File: src/include/iow_pkg.sv
package iow_pkg;

  localparam logic [15:0] WD_PORT = 16'h0443;
  localparam logic [15:0] INDEX_PORT = 16'h03F0;
  localparam logic [15:0] DATA_PORT = 16'h03F1;
  localparam logic [7:0] UNLOCK_CODE = 8'h87;
  localparam logic [7:0] SELECT_CODE = 8'h14;
  localparam logic [7:0] ENABLE_CODE = 8'h9C;
  localparam logic [7:0] DISABLE_CODE = 8'h8C;

  localparam longint TIMEOUT_NS = 64'h000000005F5E1000;
  localparam longint CLK_NS = 64'h0000000000000064;
  // The division truncates, so the watchdog never waits longer than the nominal interval.
  localparam int TIMEOUT_CYC = int'(TIMEOUT_NS / CLK_NS);
  localparam int CNT_W = 24;
  localparam int RST_CYC = 8;
  localparam int RST_W = 4;
  localparam logic [CNT_W-1:0] CNT_RESET = 24'h000000;
  localparam logic [RST_W-1:0] RST_LEN = RST_CYC[RST_W-1:0];

  typedef enum logic [1:0] {
    UNL_IDLE = 2'b00,
    UNL_ONE = 2'b01,
    UNL_TWO = 2'b11,
    UNL_SEL = 2'b10
  } iow_unlock_t;

  typedef struct packed {
    logic wr;
    logic rd;
    logic [15:0] addr;
    logic [7:0] data;
  } iow_io_t;

  typedef struct packed {
    iow_unlock_t unlock;
    logic enabled;
    logic armed;
    logic [CNT_W-1:0] cnt;
    logic [RST_W-1:0] rst_left;
    logic cpu_reset;
    logic irq;
    logic [1:0] mode_sync;
  } iow_state_t;

endpackage : iow_pkg

File: src/iow_watchdog.sv
`timescale 1ns/1ps
module iow_watchdog #(
  parameter int TIMEOUT_CYC = iow_pkg::TIMEOUT_CYC
) (
  input wire logic clk,
  input wire logic srst,
  input wire logic ce,
  input wire iow_pkg::iow_io_t io,
  input wire logic irq_mode,
  output logic cpu_reset,
  output logic irq,
  output logic enabled,
  output logic armed
);

  localparam int LAST_INT = TIMEOUT_CYC - 1;
  localparam logic [iow_pkg::CNT_W-1:0] LAST = LAST_INT[iow_pkg::CNT_W-1:0];

  iow_pkg::iow_state_t s_q;
  iow_pkg::iow_state_t s_d;
  logic wd_wr;
  logic wd_rd;
  logic idx_wr;
  logic dat_wr;
  logic expire;
  logic irq_sel;

  assign wd_wr = io.wr && io.addr == iow_pkg::WD_PORT;
  assign wd_rd = io.rd && io.addr == iow_pkg::WD_PORT;
  assign idx_wr = io.wr && io.addr == iow_pkg::INDEX_PORT;
  assign dat_wr = io.wr && io.addr == iow_pkg::DATA_PORT;
  // mode after two flops
  // The mode comes from a board strap, so only the second flop is read.
  assign irq_sel = s_q.mode_sync[1];
  // A read in the expiry cycle wins, so a late but valid refresh is honoured.
  // timeout expiry
  assign expire = s_q.armed && s_q.enabled && s_q.cnt == LAST && !wd_rd;

  always_comb
  begin
    s_d = s_q;
    s_d.mode_sync = {s_q.mode_sync[0], irq_mode};
    // count in clocks
    // The step comes first so that disable, arm, refresh and expiry override it.
    if (s_q.armed && s_q.enabled)
    begin
      s_d.cnt = s_q.cnt + 1'b1;
    end
    if (idx_wr)
    begin
      case (s_q.unlock)
        iow_pkg::UNL_IDLE:
          s_d.unlock = io.data == iow_pkg::UNLOCK_CODE ? iow_pkg::UNL_ONE : iow_pkg::UNL_IDLE;
        iow_pkg::UNL_ONE:
          s_d.unlock = io.data == iow_pkg::UNLOCK_CODE ? iow_pkg::UNL_TWO : iow_pkg::UNL_IDLE;
        iow_pkg::UNL_TWO:
          s_d.unlock = io.data == iow_pkg::SELECT_CODE ? iow_pkg::UNL_SEL : iow_pkg::UNL_IDLE;
        default:
          s_d.unlock = iow_pkg::UNL_IDLE;
      endcase
    end
    else if (dat_wr)
    begin
      s_d.unlock = iow_pkg::UNL_IDLE;
      if (s_q.unlock == iow_pkg::UNL_SEL && io.data == iow_pkg::ENABLE_CODE)
      begin
        s_d.enabled = 1'b1;
      end
      if (s_q.unlock == iow_pkg::UNL_SEL && io.data == iow_pkg::DISABLE_CODE)
      begin
        s_d.enabled = 1'b0;
        s_d.armed = 1'b0;
        s_d.cnt = iow_pkg::CNT_RESET;
      end
    end
    if (wd_wr && !s_q.armed)
    begin
      s_d.armed = 1'b1;
      s_d.cnt = iow_pkg::CNT_RESET;
    end
    if (wd_rd)
    begin
      s_d.cnt = iow_pkg::CNT_RESET;
      s_d.irq = 1'b0;
    end
    // fixed pulse length
    // A stretched pulse lets a slow reset input on the far side still see it.
    if (s_q.rst_left != '0)
    begin
      s_d.rst_left = s_q.rst_left - 1'b1;
    end
    if (expire)
    begin
      s_d.armed = 1'b0;
      s_d.cnt = iow_pkg::CNT_RESET;
      if (irq_sel)
      begin
        s_d.irq = 1'b1;
      end
      else
      begin
        s_d.rst_left = iow_pkg::RST_LEN;
      end
    end
    s_d.cpu_reset = s_d.rst_left != '0;
  end

  always_ff @(posedge clk)
  begin
    if (srst)
    begin
      s_q <= '{unlock: iow_pkg::UNL_IDLE, enabled: 1'b0, armed: 1'b0,
               cnt: iow_pkg::CNT_RESET, rst_left: '0, cpu_reset: 1'b0, irq: 1'b0,
               mode_sync: 2'h0};
    end
    else if (ce)
    begin
      s_q <= s_d;
    end
  end

  assign cpu_reset = s_q.cpu_reset;
  assign irq = s_q.irq;
  assign enabled = s_q.enabled;
  assign armed = s_q.armed;

  a_arm_on_write: assert property (@(posedge clk) disable iff (srst)
    ce && wd_wr && !s_q.armed && !expire |=> s_q.armed && s_q.cnt == '0)
    else $error("Watchdog not armed by first port write.");

  a_timeout_reset: assert property (@(posedge clk) disable iff (srst)
    ce && expire && !irq_sel |=> cpu_reset [*8])
    else $error("CPU reset not pulsed on expiry.");

  a_refresh_count: assert property (@(posedge clk) disable iff (srst)
    ce && wd_rd |=> s_q.cnt == '0 && !irq)
    else $error("Port read did not restart the timeout.");

  a_count_step: assert property (@(posedge clk) disable iff (srst)
    ce && s_q.armed && s_q.enabled && !wd_rd && !expire && !dat_wr |=>
    s_q.cnt == $past(s_q.cnt) + 1'b1)
    else $error("Timeout counter did not advance.");

  a_enable_seq: assert property (@(posedge clk) disable iff (srst)
    $rose(s_q.enabled) |-> $past(s_q.unlock) == iow_pkg::UNL_SEL && $past(dat_wr)
    && $past(io.data) == iow_pkg::ENABLE_CODE)
    else $error("Watchdog enabled without the exact sequence.");

  a_disable_seq: assert property (@(posedge clk) disable iff (srst)
    ce && dat_wr && s_q.unlock == iow_pkg::UNL_SEL && io.data == iow_pkg::DISABLE_CODE
    |=> !s_q.enabled && !s_q.armed)
    else $error("Disable sequence did not stop the watchdog.");

  a_expire_irq: assert property (@(posedge clk) disable iff (srst)
    ce && expire && irq_sel |=> irq && !cpu_reset && !s_q.armed)
    else $error("Interrupt not raised on expiry.");

  a_reset_clear: assert property (@(posedge clk)
    srst |=> !s_q.enabled && !s_q.armed && s_q.cnt == '0 && !cpu_reset && !irq)
    else $error("Reset left watchdog state behind.");

  // The checks below read registered state and io decodes; the registered state each samples is what the last edge left.
  a_irq_holds: assert property (@(posedge clk) disable iff (srst)
    irq && !(ce && wd_rd) |=> irq)
    else $error("Interrupt dropped without a port read.");

  a_enable_holds: assert property (@(posedge clk) disable iff (srst)
    s_q.enabled && !(ce && dat_wr) |=> s_q.enabled)
    else $error("Watchdog left the enabled state on its own.");

  a_unlock_end: assert property (@(posedge clk) disable iff (srst)
    ce && dat_wr |=> s_q.unlock == iow_pkg::UNL_IDLE)
    else $error("Unlock state survived a data port write.");

  a_wrong_index: assert property (@(posedge clk) disable iff (srst)
    ce && idx_wr && io.data != iow_pkg::UNLOCK_CODE && io.data != iow_pkg::SELECT_CODE |=>
    s_q.unlock == iow_pkg::UNL_IDLE)
    else $error("Wrong index value did not end the unlock sequence.");

  a_idle_count: assert property (@(posedge clk) disable iff (srst)
    !s_q.armed |-> s_q.cnt == '0)
    else $error("Counter not clear while unarmed.");

  a_disabled_count: assert property (@(posedge clk) disable iff (srst)
    !s_q.enabled |-> s_q.cnt == '0)
    else $error("Counter not clear while disabled.");

  a_pulse_cause: assert property (@(posedge clk) disable iff (srst)
    $rose(cpu_reset) |-> $past(expire) && !$past(irq_sel))
    else $error("CPU reset rose without a reset mode expiry.");

  a_irq_cause: assert property (@(posedge clk) disable iff (srst)
    $rose(irq) |-> $past(expire) && $past(irq_sel))
    else $error("Interrupt rose without an interrupt mode expiry.");

  a_arm_cause: assert property (@(posedge clk) disable iff (srst)
    $rose(s_q.armed) |-> $past(wd_wr) && $past(ce))
    else $error("Watchdog armed without a port write.");

  a_write_ignored: assert property (@(posedge clk) disable iff (srst)
    ce && wd_wr && s_q.armed && !expire |=> s_q.armed)
    else $error("Port write while armed changed the arm state.");

  a_ce_freeze: assert property (@(posedge clk) disable iff (srst)
    !ce |=> $stable(s_q))
    else $error("State moved while the clock enable was low.");

  a_expire_disarms: assert property (@(posedge clk) disable iff (srst)
    ce && expire |=> !s_q.armed && s_q.cnt == '0)
    else $error("Expiry did not disarm the watchdog.");

  a_read_keeps_arm: assert property (@(posedge clk) disable iff (srst)
    ce && wd_rd && s_q.armed |=> s_q.armed)
    else $error("Refresh read disarmed the watchdog.");

  c_enable: cover property (@(posedge clk) disable iff (srst) $rose(s_q.enabled));
  c_reset_fire: cover property (@(posedge clk) disable iff (srst) $rose(cpu_reset));
  c_irq_fire: cover property (@(posedge clk) disable iff (srst) $rose(irq));
  c_refresh: cover property (@(posedge clk) disable iff (srst) ce && wd_rd && s_q.enabled);
  c_disable: cover property (@(posedge clk) disable iff (srst) $fell(s_q.enabled));

endmodule : iow_watchdog

File: config.mk
export PLATFORM = sky130hd
export DESIGN_NAME = iow_watchdog
export DESIGN_NICKNAME = d
export VERILOG_FILES = /design/src/include/iow_pkg.sv /design/src/iow_watchdog.sv
export SDC_FILE = /design/constraint.sdc
export NUM_CORES = 1
export LEC_CHECK = 0
export BUFFER_PORTS_ARGS = -buffer_cell sky130_fd_sc_hd__buf_4
export CAP_MARGIN = 10
export CORE_ASPECT_RATIO = 0.5
export CORE_MARGIN = 1
export CORE_UTILIZATION = 48
export CTS_BUF_LIST = sky130_fd_sc_hd__clkbuf_4 sky130_fd_sc_hd__clkbuf_8 sky130_fd_sc_hd__clkbuf_16
export DETAILED_ROUTE_END_ITERATION = 8
export HOLD_SLACK_MARGIN = 0.1
export PLACE_DENSITY = 0.75
export SLEW_MARGIN = 20
export SYNTH_ARGS = -nofsm -noshare
export SYNTH_HDL_FRONTEND = slang
export SYNTH_SLANG_ARGS = --single-unit
File: constraint.sdc
create_clock -name clk -period 2.4 [get_ports clk]
set_input_delay 0.36 -clock clk [delete_from_list [all_inputs] [get_ports clk]]
set_output_delay 0.36 -clock clk [all_outputs]
set_load 0.01 [all_outputs]
**Word level (Yosys, flattened, before mapping)**

Index checks and enable logic that the tools add are counted.

- Reduce and logical (&&, ||, !) cells: 22
- Bitwise gates (word level): 1
- Add/sub/neg operators: 2
- Multiplexer cells: 18
- Eq/ne operators: 12

Operators with widths:

| kind | count |
|---|---|
| two-way mux 25 bit | 2 |
| two-way mux 24 bit | 2 |
| equality test 16 x 10 -> 1 bit (second input constant) | 2 |
| two-way mux 29 bit | 1 |
| two-way mux 28 bit | 1 |
| two-way mux 26 bit | 1 |
| adder 24 x 1 -> 24 bit (second input constant) | 1 |
| equality test 24 bit (second input constant) | 1 |
| equality test 8 bit (second input constant) | 3 |
| equality test 16 x 11 -> 1 bit (second input constant) | 1 |
| logical AND 1 bit | 10 |
| equality test 8 x 5 -> 1 bit (second input constant) | 1 |
| two-way mux 4 bit | 2 |
| AND reduction 4 bit | 2 |
| nonzero test 4 bit | 2 |
| two-way mux 2 bit | 3 |
| case mux 2 bit (3 select lines) | 1 |
| nonzero test 3 bit | 2 |
| two-way mux 1 bit | 5 |
| equality test 2 bit (second input constant) | 2 |
| nonzero test 2 bit | 2 |
| subtractor 4 x 1 -> 4 bit (second input constant) | 1 |
| inequality test 3 x 1 -> 1 bit (second input constant) | 1 |
| equality test 2 x 1 -> 1 bit (second input constant) | 1 |
| other kinds (4) | 5 |

- Flip-flop bits (word level): 36
- Input port bits: 30

**Longest topological paths before layout**

- Word-level depth: 10
- Mapped depth: 7
- Depth with buffers taken out: 7

**Worst setup path after synthesis**

No wires, ideal clock.

- Kind: reg-to-reg
- From: reg s_q[8] (netlist bit)
- To: reg s_q[21] (netlist bit)
- Setup time: 0.131 ns
- Cell stages (with the launch flop): 8
- Arrival: 1.592 ns
- Setup slack: 0.678 ns
- Cells stage by stage: dfxtp_1 > ha_1 > nand3_2 > nor4_4 > a21oi_4 > buf_2 > a31oi_1 > a31oi_1

- Cells in the longest elaborated chain, start to end: 8
- Elaborated cells on any way between the ends: 11
- Classes of those cells: add/sub: 1; eq/ne: 1; mux: 7; reduce/logical: 2

RTL lines:

| what | line | RTL |
|---|---|---|
| start: declaration | iow_watchdog.sv:19 | `iow_pkg::iow_state_t s_q;` |
| start signal: assignment | iow_watchdog.sv:112 | `s_q <= '{unlock: iow_pkg::UNL_IDLE, enabled: 1'b0, armed: 1'b0,` |
| adder 24 x 1 -> 24 bit | iow_watchdog.sv:47 | `s_d.cnt = s_q.cnt + 1'b1;` |
| two-way mux 24 bit | iow_watchdog.sv:45 | `if (s_q.armed && s_q.enabled)` |
| two-way mux 26 bit | iow_watchdog.sv:69 | `if (s_q.unlock == iow_pkg::UNL_SEL && io.data == iow_pkg::DISABLE_CODE)` |
| two-way mux 28 bit | iow_watchdog.sv:62 | `else if (dat_wr)` |
| two-way mux 25 bit | iow_watchdog.sv:49 | `if (idx_wr)` |
| two-way mux 25 bit | iow_watchdog.sv:76 | `if (wd_wr && !s_q.armed)` |
| two-way mux 24 bit | iow_watchdog.sv:81 | `if (wd_rd)` |
| two-way mux 29 bit (*) | iow_watchdog.sv:92 | `if (expire)` |

Mark *: on every way between the ends. The rest lies on a longest branch, timed or not. The select of a mux whose other input is x is not followed.
A chain may end at the register's enable or synchronous reset.

**Worst setup path after layout**

- From: reg s_q[8] (netlist bit)
- To: reg s_q[26] (netlist bit)

The elaborated chain is that of the path after synthesis.

==> reports/metrics.cfg <==
[setup_path]
worstPathRequired_ns = 2.61
startpoint = s_q[8]
reg2reg_to = s_q[26]
ff2ff_setup_slack_ns = 0.29
end_kind = flip-flop
critPathLaunchType = flip-flop
worstSetupPathType = flip-flop to flip-flop
crit_arrival_ns = 2.32
regToRegStartpoint = s_q[8]
worstPathMaxFanout = 6
cp-endpoint = s_q[26]
r2r_cells = 6

[cells_and_area]
drive_gt1_share_pct = 19.93
stdcell_area_mm2 = 0.002760
nNetsFinal = 337
area_growth_pct = 20.15
antenna_cells = 0

[outcome]
outcome = completed

[cts]
htree_num_levels = 2
cts.clk_slew.worst_paths_ns = 0.08
post_cts_resized = 0
root_buffer = clkbuf_8
cts.sinks = 36
tritoncts = built
cts_made_buffers = 5
clk_latency_ns = 0.29
cts_setup_buffers = 0
hold_buffers = 0
clk_path_buf_depth = 2

[global_routing]
antenna_found_initial = 0
grt_pass1_vias = 2012
gr-usage-all-layers_pct = 24.08
grt_max_degree = 42
grt-ovfl-total = 0
grt_pass1_wl_mm = 9.466

[power_and_ir_drop]
power.share.switching_pct = 24.33
power_density_mw_per_mm2 = 624.8
internal-power_w = 0.001305
p_clk_share_pct = 43.7
p_sw_w = 0.0004195
seqPwrFrac_pct = 37.9
combinationalPowerShare_pct = 18.4
peakVddDrop_uv = 598.3
cellLeakagePower_nw = 1.015

[timing]
slew_violations = 0
finalSetupTns_ns = 0
fin_crit_ns = 2.111
worst_slew_pin_slew_ns = 0.7874
maxSlewHeadroom_pct = 47.11
rsz0062_at_grt = false
period_share_pct = 87.96
max_freq_mhz = 473.7
finClkSkew_ns = 0.002500
setup_viol = 0
hold_ws_ns = 0.3088
hold_viol_final = 0

[synthesis]
synth_nets = 308
synth_top_cell_by_area = dfxtp_1
synthTopCellsByCount = dfxtp_1, nand2_1, a31oi_1
synth_top_area_share_pct = 31.37
synth_edf_count = 0
async_flop_share_pct = 0
ys.flop_type = dfxtp_1
synth_cells = 276
ys_warn_count = 0
ys_ff_latch = 36
syn_area_per_cell_um2 = 8.323
synth_cell_types = 58
syn_area_mm2 = 0.002297
yosys.cell_count.top_type = dfxtp_1
seq_area_frac_synth_pct = 31.37
yosys-top-cells-area = dfxtp_1, a31oi_1, nand3_1

[route]
postRouteAntennaNets = 0
drt-met1-wl_mm = 2.675
drtIter0Drc = 157
vias_per_cell = 6.137
finalWirelength_mm = 5.731
drt-pass1-iter-count = 6
drc = 0
met3WireLength_um = 272
num_vias = 2283
top_layer = met4
dr_wl_met2_mm = 2.693
wl_per_cell_um = 15.41

[placement]
routabilityCongestion = 0.8514
dpl-instance-area_mm2 = 0.002601
hpwl_mm = 4.107
portBuffers = 33

[floorplan]
start_util_pct = 51.18
die_area_mm2 = 0.005083
core-area_mm2 = 0.004488
die_w_um = 99.84
fp.dieH_um = 50.92
num_rows = 17
ios = 34

[hold_path]
min-delay-start = irq_mode
min_path_type = primary input to flip-flop

[run]
drv_cap = 0

[area by class of cell]
type / count / area [um^2]
flip-flops and latches: 36 / 720.7
inverters: 12 / 45.04
fillers: 402 / 1728
clock inverters: 3 / 90.09
well taps: 66 / 82.58
repair buffers: 35 / 275.3
clock buffers: 5 / 68.82
multi-input cells: 215 / 1478
[stage by stage]
| step | power [W] | util [%] | cells | setup WS [ns] |
|---|---|---|---|---|
| 6_report | 0.001725 | 61.50 | 372 | 0.2890 |
| 5_1_grt | 0.001812 | 61.50 | 372 | 0.1532 |
| 4_1_cts | 0.001738 | 61.50 | 372 | 0.3237 |
| 3_5_place_dp | 0.0009843 | 57.96 | 364 | 0.3677 |
| 3_3_place_gp | 0.0009672 | 57.96 | 364 | 0.4629 |
| 2_1_floorplan | 0.0008958 | - | 276 | 0.6776 |
[logic make-up (layout without fill, tap and decap cells)]
group | after synthesis | in the layout | synth area share [%]
AND/OR/NAND/NOR | 146 | 146 | 39.54
AO/OA/AOI/OAI | 58 | 58 | 19.88
flip-flops | 36 | 36 | 31.37
buffers and inverters | 25 | 55 | 4.303
multiplexers | 7 | 7 | 3.050
adder cells (fa/ha/maj) | 2 | 2 | 1.089
XOR/XNOR | 2 | 2 | 0.7627
[cell usage in the layout (no fill, tap or decap), types with 3 or more instances in the layout]
cell	count
bufinv_16	3
nand3_1	21
nor2_1	12
a21o_1	4
clkbuf_8	5
a21oi_1	5
and4_1	8
and2_1	7
o32ai_1	3
nand4_1	12
o22ai_1	3
nand3b_1	8
nand2b_1	7
dfxtp_1	36
mux2i_1	7
nor4b_1	4
nor3_1	8
buf_4	34
nand2_1	24
and3_1	8
a31oi_1	22
nand4b_1	4
nor4_1	4
inv_1	12
o211ai_1	3
[critical path, cell delays in order (launching register included)]
cell and delay, ns:
dfxtp_1 0.40, ha_1 0.20, nand3_2 0.14, nor3_1 0.69, and2_1 0.28, nand4_1 0.10, mux2i_1 0.22
[state kept, by name, summed over array words and instances, names as in the netlist]
name	cells
armed	1
s_d	1
irq	1
irq_sel	1
enabled	1
cpu_reset	1
s_q	30
[per-layer routing]
metal  vias to the layer above  GRT usage, %
li1                       1131             -
met1                      1083         32.36
met2                        59         37.24
met3                        10         4.925
met4                         0         11.52
met5                         -             0
[power by group through the flow]
stage | combinational, W | sequential (W) | clock [W]
after global routing | 0.000357 | 0.000658 | 0.000797
after CTS | 0.000318 | 0.000653 | 0.000767
after floorplan | 0.000233 | 0.000662 | 0
after global placement | 0.000303 | 0.000664 | 0
after detailed placement | 0.000317 | 0.000667 | 0
final | 0.000317 | 0.000654 | 0.000754
[worst min path at each step]
| stage | to | slack, ns | cells after the start |
|---|---|---|---|
| 5_1_grt | s_d[1] | 0.32 | 3 |
| 6_report | s_d[1] | 0.31 | 3 |
| 3_5_place_dp | s_q[31] | 0.45 | 1 |
| 2_1_floorplan | s_q[31] | 0.43 | 1 |
| 4_1_cts | s_d[1] | 0.31 | 3 |
| 3_3_place_gp | s_q[30] | 0.45 | 1 |
(Power assumes the default switching activity.)
